--- src/pkg/dcsd_map.vh ---
// Constants for the core scaling datapath: status fields, reset values, opcodes
`ifndef DCSD_MAP_VH
`define DCSD_MAP_VH

// ==========================================
// Status word zero fields
`define DCSD_S0_PTR_HI 15
`define DCSD_S0_PTR_LO 13
`define DCSD_S0_EXCESS 12
`define DCSD_S0_SATMODE 11
`define DCSD_S0_ONE 10
`define DCSD_S0_IRQDIS 9
`define DCSD_S0_PAGE_HI 8
`define DCSD_S0_PAGE_LO 0

// ==========================================
// Status word one fields
`define DCSD_S1_BKP_HI 15
`define DCSD_S1_BKP_LO 13
`define DCSD_S1_RAMMAP 12
`define DCSD_S1_TEST 11
`define DCSD_S1_SIGNEXT 10
`define DCSD_S1_CARRY 9
`define DCSD_S1_EXTFLAG 4
`define DCSD_S1_PSHIFT_HI 1
`define DCSD_S1_PSHIFT_LO 0

// ==========================================
// Reserved bits read as one
`define DCSD_S0_RSVD_MASK 16'h0400
`define DCSD_S1_RSVD_MASK 16'h01ec
`define DCSD_S0_RESET 16'h0600
`define DCSD_S1_RESET 16'h07fc

// ==========================================
// Product scaler modes
`define DCSD_PSHIFT_NONE 2'h0
`define DCSD_PSHIFT_LEFT1 2'h1
`define DCSD_PSHIFT_LEFT4 2'h2
`define DCSD_PSHIFT_RIGHT6 2'h3

// ==========================================
// Stack and trap vectors
`define DCSD_STACK_DEPTH 8
`define DCSD_TRAP_COUNT 32

// ==========================================
// Status operation codes
`define DCSD_SOP_NONE 3'h0
`define DCSD_SOP_LOAD0 3'h1
`define DCSD_SOP_LOAD1 3'h2
`define DCSD_SOP_SETBIT 3'h3
`define DCSD_SOP_CLRBIT 3'h4
`define DCSD_SOP_PTR 3'h5

`endif

--- src/verilog/dcsd_core.v ---
// Core scaling datapath: shifters, multiplier, address registers, stacks, status words
// What this block does
// RULE1: Input shifter left-shifts a 16-bit operand 0 to 16 into 32 bits, combinationally.
// RULE2: Multiplier forms a 32-bit product of two 16-bit operands in one cycle.
// RULE3: Multiplication is signed or unsigned, chosen per operation.
// RULE4: Output shifter left-shifts the 32-bit accumulator by 0 to 7.
// RULE5: Output drives the upper or lower half of the shifted value to write bus.
// RULE6: Product scaling is left 0, 1, 4 or right 6 bits.
// RULE7: Product scaling sits in the product path and adds no cycles.
// RULE8: Hardware stack holds eight 16-bit entries.
// RULE9: Operand register also gives shift count and bit index.
// RULE10: Next-fetch register holds the address for the following cycle.
// RULE11: Program counter increments the next-fetch address.
// RULE12: Current-fetch register holds its address while the bus cycle needs it.
// RULE13: Micro stack saves and restores next fetch address during data-space sequences.
// RULE14: Status word zero layout: pointer, excess, saturate, one, irq disable, page.
// RULE15: Status word one layout: backup, ram map, test, sign extend, carry, external flag, product mode.
// RULE16: Reserved status bits always read as one.
// RULE17: Load status writes the status words but leaves irq disable unchanged.
// RULE18: Store status copies either status word out to data memory.
// RULE19: Bit set and clear change single status bits only.
// RULE20: Thirty-two trap vectors reachable by hardware or software.
// RULE21: Loading the pointer, except by load status, copies old pointer to backup.
// RULE22: Irq disable is set by reset and by taking a maskable trap.
// RULE23: Saturate mode clamps overflowing accumulator; otherwise the result wraps.
// RULE24: Excess flag sets on overflow, held until reset, branch-on-overflow, load status or a bit operation on word zero.
// RULE25: One rising-edge clock; synchronous reset initialises status and stack pointer.
`timescale 1ns/1ps
`default_nettype none
`include "dcsd_map.vh"

module dcsd_core
(
	// Clock and reset
	input wire i_ref_clk,
	input wire i_rst,
	// Input scaler
	input wire [15:0] i_in_data,
	input wire [4:0] i_in_shift,
	input wire i_in_shift_by_opreg,
	input wire i_in_sign_ext,
	output wire [31:0] o_in_scaled,
	// Multiplier
	input wire i_opreg_load,
	input wire [15:0] i_opreg_data,
	input wire i_mul_go,
	input wire i_mul_signed,
	input wire [15:0] i_mul_data,
	output wire [15:0] o_opreg,
	output wire [3:0] o_bit_index,
	output reg [31:0] o_product_hold_r,
	output wire [31:0] o_product_scaled,
	// Accumulator result and saturation
	input wire [32:0] i_acc_sum,
	input wire i_acc_overflow,
	output reg [31:0] o_acc_r,
	// Output scaler
	input wire [2:0] i_out_shift,
	input wire i_out_high,
	output reg [15:0] o_write_data_r,
	// Program address
	input wire i_pa_advance,
	input wire i_pa_hold,
	input wire i_pa_jump,
	input wire [15:0] i_pa_target,
	input wire i_retstore_save,
	input wire i_retstore_restore,
	output reg [15:0] o_next_fetch_r,
	output reg [15:0] o_cur_fetch_r,
	// Hardware stack
	input wire i_stk_push,
	input wire i_stk_pop,
	input wire [15:0] i_stk_data,
	output wire [15:0] o_stk_top,
	output wire o_stk_empty,
	output wire o_stk_full,
	// Traps
	input wire i_trap_take,
	input wire [4:0] i_trap_num,
	input wire i_trap_maskable,
	output wire [15:0] o_trap_vector,
	// Status words
	input wire [2:0] i_stat_op,
	input wire i_stat_sel,
	input wire [3:0] i_stat_bit,
	input wire [15:0] i_stat_data,
	input wire i_branch_excess,
	input wire i_store_status,
	output reg [15:0] o_store_data_r,
	output wire [15:0] o_status0,
	output wire [15:0] o_status1,
	output wire o_external_flag_pin
);

	// ==========================================
	// Status storage
	reg [2:0] aux_pointer_select_r;
	reg [2:0] aux_pointer_backup_r;
	reg arith_excess_flag_r;
	reg saturate_mode_r;
	reg global_irq_disable_r;
	reg [8:0] page_pointer_r;
	reg ram_map_select_r;
	reg test_condition_flag_r;
	reg sign_extend_mode_r;
	reg carry_r;
	reg external_flag_r;
	reg [1:0] product_shift_mode_r;
	reg [15:0] multiplier_operand_reg_r;
	reg [15:0] micro_return_store_r;
	reg [15:0] stk_mem_r [0:`DCSD_STACK_DEPTH-1];
	reg [3:0] stk_cnt_r;
	integer k;

	// ==========================================
	// Status word images
	assign o_status0 = {aux_pointer_select_r, arith_excess_flag_r, saturate_mode_r, 1'b1, // RULE14
		global_irq_disable_r, page_pointer_r} | `DCSD_S0_RSVD_MASK; // RULE16
	assign o_status1 = {aux_pointer_backup_r, ram_map_select_r, test_condition_flag_r, // RULE15
		sign_extend_mode_r, carry_r, 4'hf, external_flag_r, 2'h3, product_shift_mode_r}
		| `DCSD_S1_RSVD_MASK; // RULE16
	assign o_external_flag_pin = external_flag_r;

	// ==========================================
	// Input scaler
	// Operand register gives only four bits, so its count stops at fifteen
	wire [4:0] in_opreg_amt = {1'b0, multiplier_operand_reg_r[3:0]};
	wire [4:0] in_amt = i_in_shift_by_opreg ? in_opreg_amt : i_in_shift; // RULE9
	wire in_sign = i_in_sign_ext & sign_extend_mode_r & i_in_data[15];
	wire [31:0] in_ext = {{16{in_sign}}, i_in_data};
	assign o_in_scaled = (in_amt > 5'h10) ? (in_ext << 16) : (in_ext << in_amt); // RULE1

	// ==========================================
	// Multiplier and product scaler
	assign o_opreg = multiplier_operand_reg_r;
	assign o_bit_index = multiplier_operand_reg_r[3:0]; // RULE9
	// A seventeenth bit carries the sign only for signed operations
	wire mul_a_sign = i_mul_signed & multiplier_operand_reg_r[15]; // RULE3
	wire mul_b_sign = i_mul_signed & i_mul_data[15];
	wire [16:0] mul_a = {mul_a_sign, multiplier_operand_reg_r};
	wire [16:0] mul_b = {mul_b_sign, i_mul_data};
	wire signed [33:0] mul_full = $signed(mul_a) * $signed(mul_b);
	wire [31:0] mul_prod = mul_full[31:0]; // RULE2

	reg [31:0] prod_scaled;
	always @*
	begin
		// Right shift keeps the sign so a scaled negative product stays negative
		case (product_shift_mode_r) // RULE6
			`DCSD_PSHIFT_NONE: prod_scaled = o_product_hold_r;
			`DCSD_PSHIFT_LEFT1: prod_scaled = {o_product_hold_r[30:0], 1'b0};
			`DCSD_PSHIFT_LEFT4: prod_scaled = {o_product_hold_r[27:0], 4'h0};
			`DCSD_PSHIFT_RIGHT6: prod_scaled = {{6{o_product_hold_r[31]}}, o_product_hold_r[31:6]};
			default: prod_scaled = o_product_hold_r;
		endcase
	end
	// Combinational so the arithmetic unit sees it the same cycle
	assign o_product_scaled = prod_scaled; // RULE7

	// ==========================================
	// Accumulator load with saturation
	// Sign of the true sum picks which end to clamp to
	wire acc_pos = ~i_acc_sum[32];
	wire [31:0] acc_next = (i_acc_overflow && saturate_mode_r) // RULE23
		? (acc_pos ? 32'h7fffffff : 32'h80000000) : i_acc_sum[31:0];

	// ==========================================
	// Output scaler
	wire [31:0] out_shifted = o_acc_r << i_out_shift; // RULE4
	wire [15:0] out_half = i_out_high ? out_shifted[31:16] : out_shifted[15:0]; // RULE5

	// ==========================================
	// Trap vectors: two words per vector
	assign o_trap_vector = {10'h000, i_trap_num, 1'b0}; // RULE20

	// ==========================================
	// Hardware stack
	assign o_stk_empty = (stk_cnt_r == 4'h0);
	assign o_stk_full = (stk_cnt_r == 4'h8);
	// Newest entry sits one below the count; a full count wraps to index seven
	wire [2:0] stk_top_idx = stk_cnt_r[2:0] - 3'h1;
	assign o_stk_top = o_stk_empty ? 16'h0000 : stk_mem_r[stk_top_idx];

	// ==========================================
	// Status write path
	reg [15:0] s0_wr;
	reg [15:0] s1_wr;
	// Bit operations on word zero also reach the irq disable and excess flags
	wire stat_bit_op = (i_stat_op == `DCSD_SOP_SETBIT) || (i_stat_op == `DCSD_SOP_CLRBIT);
	wire stat_bit_op0 = stat_bit_op && !i_stat_sel;
	always @*
	begin
		s0_wr = o_status0;
		s1_wr = o_status1;
		case (i_stat_op)
			`DCSD_SOP_SETBIT:
			begin
				if (i_stat_sel)
					s1_wr[i_stat_bit] = 1'b1; // RULE19
				else
					s0_wr[i_stat_bit] = 1'b1;
			end
			`DCSD_SOP_CLRBIT:
			begin
				if (i_stat_sel)
					s1_wr[i_stat_bit] = 1'b0; // RULE19
				else
					s0_wr[i_stat_bit] = 1'b0;
			end
			default:
			begin
				s0_wr = o_status0;
				s1_wr = o_status1;
			end
		endcase
	end

	// ==========================================
	// Registers
	always @(posedge i_ref_clk)
	begin
		if (i_rst) // RULE25
		begin
			aux_pointer_select_r <= 3'h0;
			aux_pointer_backup_r <= 3'h0;
			arith_excess_flag_r <= 1'b0;
			saturate_mode_r <= 1'b0;
			global_irq_disable_r <= 1'b1; // RULE22
			page_pointer_r <= 9'h000;
			ram_map_select_r <= 1'b0;
			test_condition_flag_r <= 1'b0;
			// Carry, sign extension and external flag come up set
			sign_extend_mode_r <= 1'b1;
			carry_r <= 1'b1;
			external_flag_r <= 1'b1;
			product_shift_mode_r <= 2'h0;
			multiplier_operand_reg_r <= 16'h0000;
			o_product_hold_r <= 32'h00000000;
			o_acc_r <= 32'h00000000;
			o_write_data_r <= 16'h0000;
			o_store_data_r <= 16'h0000;
			o_next_fetch_r <= 16'h0000;
			o_cur_fetch_r <= 16'h0000;
			micro_return_store_r <= 16'h0000;
			stk_cnt_r <= 4'h0;
			for (k = 0; k < `DCSD_STACK_DEPTH; k = k + 1)
				stk_mem_r[k] <= 16'h0000;
		end
		else
		begin
			if (i_opreg_load)
				multiplier_operand_reg_r <= i_opreg_data;
			if (i_mul_go)
				o_product_hold_r <= mul_prod; // RULE2
			o_acc_r <= acc_next;
			o_write_data_r <= out_half; // RULE5
			// Store copies the read image, so reserved bits go out as ones
			if (i_store_status)
				o_store_data_r <= i_stat_sel ? o_status1 : o_status0; // RULE18

			// Program address: PC is next_fetch + 1
			// Restore beats jump and advance so the saved fetch address returns intact
			if (i_retstore_save)
				micro_return_store_r <= o_next_fetch_r; // RULE13
			if (i_retstore_restore)
				o_next_fetch_r <= micro_return_store_r; // RULE13
			else if (i_pa_jump)
				o_next_fetch_r <= i_pa_target;
			else if (i_pa_advance)
				o_next_fetch_r <= o_next_fetch_r + 16'h0001; // RULE11
			if (!i_pa_hold)
				o_cur_fetch_r <= o_next_fetch_r; // RULE10 RULE12

			// Stack: push refused when full, pop when empty; push has priority unless the stack is full, when a pop goes ahead
			if (i_stk_push && !o_stk_full)
			begin
				stk_mem_r[stk_cnt_r[2:0]] <= i_stk_data; // RULE8
				stk_cnt_r <= stk_cnt_r + 4'h1;
			end
			else if (i_stk_pop && !o_stk_empty)
				stk_cnt_r <= stk_cnt_r - 4'h1;

			// Status words
			case (i_stat_op)
				`DCSD_SOP_LOAD0:
				begin
					aux_pointer_select_r <= i_stat_data[`DCSD_S0_PTR_HI:`DCSD_S0_PTR_LO]; // RULE17
					saturate_mode_r <= i_stat_data[`DCSD_S0_SATMODE];
					page_pointer_r <= i_stat_data[`DCSD_S0_PAGE_HI:`DCSD_S0_PAGE_LO];
				end
				`DCSD_SOP_LOAD1:
				begin
					aux_pointer_backup_r <= i_stat_data[`DCSD_S1_BKP_HI:`DCSD_S1_BKP_LO];
					aux_pointer_select_r <= i_stat_data[`DCSD_S1_BKP_HI:`DCSD_S1_BKP_LO];
					ram_map_select_r <= i_stat_data[`DCSD_S1_RAMMAP];
					test_condition_flag_r <= i_stat_data[`DCSD_S1_TEST];
					sign_extend_mode_r <= i_stat_data[`DCSD_S1_SIGNEXT];
					carry_r <= i_stat_data[`DCSD_S1_CARRY];
					external_flag_r <= i_stat_data[`DCSD_S1_EXTFLAG];
					product_shift_mode_r <= i_stat_data[`DCSD_S1_PSHIFT_HI:`DCSD_S1_PSHIFT_LO];
				end
				`DCSD_SOP_PTR:
				begin
					aux_pointer_backup_r <= aux_pointer_select_r; // RULE21
					aux_pointer_select_r <= i_stat_data[2:0];
				end
				`DCSD_SOP_SETBIT, `DCSD_SOP_CLRBIT:
				begin
					aux_pointer_select_r <= s0_wr[`DCSD_S0_PTR_HI:`DCSD_S0_PTR_LO];
					saturate_mode_r <= s0_wr[`DCSD_S0_SATMODE];
					page_pointer_r <= s0_wr[`DCSD_S0_PAGE_HI:`DCSD_S0_PAGE_LO];
					aux_pointer_backup_r <= s1_wr[`DCSD_S1_BKP_HI:`DCSD_S1_BKP_LO];
					ram_map_select_r <= s1_wr[`DCSD_S1_RAMMAP];
					test_condition_flag_r <= s1_wr[`DCSD_S1_TEST];
					sign_extend_mode_r <= s1_wr[`DCSD_S1_SIGNEXT];
					carry_r <= s1_wr[`DCSD_S1_CARRY];
					external_flag_r <= s1_wr[`DCSD_S1_EXTFLAG];
					product_shift_mode_r <= s1_wr[`DCSD_S1_PSHIFT_HI:`DCSD_S1_PSHIFT_LO];
				end
				default:
				begin
					page_pointer_r <= page_pointer_r;
				end
			endcase

			// Irq disable: a maskable trap taken wins over any clear
			if (i_trap_take && i_trap_maskable)
				global_irq_disable_r <= 1'b1; // RULE22
			else if (stat_bit_op0)
				global_irq_disable_r <= s0_wr[`DCSD_S0_IRQDIS]; // RULE17

			// Overflow event beats any clear in the same cycle
			if (i_acc_overflow)
				arith_excess_flag_r <= 1'b1; // RULE24
			else if (i_branch_excess)
				arith_excess_flag_r <= 1'b0;
			else if (i_stat_op == `DCSD_SOP_LOAD0)
				arith_excess_flag_r <= i_stat_data[`DCSD_S0_EXCESS];
			else if (stat_bit_op0)
				arith_excess_flag_r <= s0_wr[`DCSD_S0_EXCESS];
		end
	end

endmodule // dcsd_core
`default_nettype wire

--- config.mk ---
export PLATFORM = sky130hd
export DESIGN_NAME = dcsd_core
export DESIGN_NICKNAME = d
export VERILOG_FILES = /design/src/verilog/dcsd_core.v
export VERILOG_INCLUDE_DIRS = /design/src /design/src/pkg
export SDC_FILE = /design/constraint.sdc
export NUM_CORES = 2
export LEC_CHECK = 0
export ABC_CLOCK_PERIOD_IN_PS = 6800
export BUFFER_PORTS_ARGS = -buffer_cell sky130_fd_sc_hd__buf_4
export CAP_MARGIN = 20
export CORE_MARGIN = 4
export CORE_UTILIZATION = 35
export CTS_BUF_LIST = sky130_fd_sc_hd__clkbuf_16
export CTS_CLUSTER_DIAMETER = 50
export DETAILED_ROUTE_END_ITERATION = 12
export SYNTH_ARGS = -nofsm -noshare
export SYNTH_HDL_FRONTEND = slang
export SYNTH_SLANG_ARGS = --single-unit
export TNS_END_PERCENT = 10
--- constraint.sdc ---
create_clock -name i_ref_clk -period 6.8 [get_ports i_ref_clk]
set_input_delay 1.02 -clock i_ref_clk [delete_from_list [all_inputs] [get_ports i_ref_clk]]
set_output_delay 1.02 -clock i_ref_clk [all_outputs]
set_load 0.01 [all_outputs]
==> results.md <==
* Overall Global Routing Usage at 0.200
* Yosys cell types at 73
* Post-CTS setup buffers at 0
* Skew-Pair Late Insertion Delay at 0.60 ns
* Slew Limit Fails at 0
* Synth Register Bits at 317
* Sequential-to-total area share from yosys stat at 0.282
* CP max FO at 13
* Routed WL at 82.5 mm
* H-tree depth at 2
* Number of global-route vias before repair at 22500
* CP bufs+invs at 5
* Fraction of layout cells with a size suffix above 1 at 0.218
* Worst-Margin Slew at 1.06 ns
* Worst Path Arrival at 6.85 ns
* Vias per cell at 5.02
* Most common cell in the netlist: inv_1
* Final Hold Viols at 0
* Minimum clock period at 6.34 ns
* Die Area at 81900 µm²
* CP dominant cell by count: fa_1
* Clock transition at path regs at 0.06 ns
* Max Fclk at 158 MHz
* Routability cong. at 0.882
* Post-Syn Area per Cell at 9.51 µm²
* Hold Crit Class: flip-flop to flip-flop
* Final setup violation count at 0
* Synth Warn # at 0
* Worst-path cell chain: nand2_1 > fa_1 > inv_1 > fa_1 > inv_1 > fa_1 > inv_1 > fa_1 > fa_1 > inv_1 > fa_1 > inv_1 > ha_1 > a21o_1 > a21oi_2 > o21ai_2 > a221oi_4 > a2111oi_4 > o31a_2 > and4_1 > nor4_2
* Nature of the critical path startpoint: flip-flop
* CTS Buf Count at 52
* Status: completed
* Ys flop type: dfxtp_1
* Root Driver: clkbuf_16
* Detail Route Antenna Nets at 0
* TritonCTS clock tree: done
* Die boundary height at 286 µm
* Relative slew margins at 0.288
* Crit path max-delay family: adder cells
* Clock sinks at 317
* Reg-to-reg slack, setup at 0.46 ns
* Maxcap violations at 0
* Die W at 286 µm
* Vias at 21600
* Synth top cells by count: 322 x inv_1, 317 x nand2_1, 283 x fa_1
* Initial Util at 0.355
* Area leader, netlist: fa_1
* Post-synth top area share at 0.209
* WP data required at 7.31 ns
* Remaining Overflow, GRT at 0
* Final Util at 0.436
* PortBufs at 420
* Kind of critical path: flip-flop to flip-flop
* Final nets at 3766
* RSZ-0062 raised after global routing: false
* Worst path max stage delay at 0.74 ns
* Layout Skew at 0.0431 ns
* PwrDens at 305 nW/µm²
* Initial antenna violation count at 5
* Core Area at 76300 µm²
* Global-route wire length before repair at 130 mm
* Largest net degree at the start of global routing at 79
* Final period util at 0.933
* Syn-to-layout area delta at 22.8%
* Worst hold slack at 0.475 ns
* Critical-path top delay cell: dfxtp_1
* Routed wire length per instance at 19.2 µm
* Clock buffer depth at 3
* Mapped Area at 27100 µm²
* Peak VDD IR at 275 µV
* DP HPWL at 64.0 mm
* I/O pin cnt at 449
* Asr flop ratio synth at 0
* Ranking of synthesized cells by area: fa_1 21%, edfxtp_1 14%, dfxtp_1 14%
* Number of synthesized flops with an enable pin at 128
* DR iter-0 viols at 1296
* CP endpoint kind: flip-flop
* DRC viols at 0
* Gate Count Post-Synth at 2848
* Pre-Repair DR Iteration Count at 5
* Leak at 0.0153 µW
* Std cell rows at 101
worst min-delay path: stages (launching register included):
cell,delay (ns)
dfxtp_1,0.32
a21oi_1,0.06
nor2_1,0.07
where the power goes:
group | leakage, µW | switching (µW) | internal, µW
registers | 0.00288 | 230 | 2170
logic | 0.0115 | 2710 | 2250
clock network | 0.000896 | 1060 | 1740
total | 0.0153 | 3990 | 6160
cells by family after synthesis:
| logic type | synth area share |
|---|---|
| compound gates | 0.0856 |
| xor+xnor | 0.0165 |
| fa+ha+maj | 0.249 |
| buf+inv | 0.0792 |
| flops | 0.282 |
| mux | 0.116 |
| other cells | 0.000277 |
| simple gates | 0.172 |
cell type report:
type	count	area [µm²]
fill	7508	43100
multi-input combinational	2019	17400
sequential	317	7630
timing repair buffer	514	3870
clock buffer	52	1300
tap	1030	1290
inverter	323	1210
clock inverter	45	557
antenna	1	2.50
final timing paths:
path / from / end / cells after the start
hold reg to reg: micro_return_store_r[0] / o_next_fetch_r[0] / 2
setup / recovery: o_opreg[11] / o_product_hold_r[31] / 21
hold / removal: micro_return_store_r[0] / o_next_fetch_r[0] / 2
setup reg to reg: o_opreg[11] / o_product_hold_r[31] / 21
per-stage QoR:
stage                     setup WS (ns)   TNS (ns)  power, µW  area (µm²)  std cells
final                             0.458          0      10200       33300       4301
after global routing             0.0106          0      10900       33300       4300
after CTS                         0.400          0      10300       33300       4298
after detailed placement        -0.0739     -0.154       7400       31400       4201
after global placement          -0.0486    -0.0486       7400       31400       4199
after floorplan               -0.000974  -0.000974       5510       27200       2864
layout by cell type (no fill, tap or decap), drive strengths merged, types with 10 or more instances in the layout:
cell type	netlist	final
or2	10	10
ha	86	86
edfxtp	128	128
xnor2	33	33
clkinv	1	12
nand2	317	317
nor2b	25	25
nand2b	12	12
a21oi	129	129
mux2	15	15
xor2	18	18
nand4	11	11
clkbuf	143	52
mux2i	155	155
and3	18	18
conb	2	18
nor3	23	23
dfxtp	189	189
and2	257	257
inv	322	340
buf	62	514
a211oi	49	49
fa	283	283
nand3	29	29
o21ai	92	92
mux4	63	63
nor2	257	257
a21o	12	12
o22ai	12	12
routing by layer:
metal,track usage,wire (µm)
met2,0.327,38200
met3,0.0448,6050
met1,0.274,36500
met5,0,13
met4,0.0459,1710
registers in the layout, indices dropped and copies added, names as in the netlist, 2 cells and up:
signal / flops
o_cur_fetch_r: 16
o_acc_r: 32
aux_pointer_select_r: 3
page_pointer_r: 9
o_write_data_r: 16
stk_cnt_r: 4
o_opreg: 16
product_shift_mode_r: 2
stk_mem_r: 128
o_next_fetch_r: 16
micro_return_store_r: 16
aux_pointer_backup_r: 3
o_product_hold_r: 32
o_store_data_r: 16
timing repair:
item                       in CTS  in global routing
gates resized for setup         0                  1
hold buffers                    0                  0
setup endpoints to repair       0                  1
No activity file was read; power rests on OpenSTA's default activity.
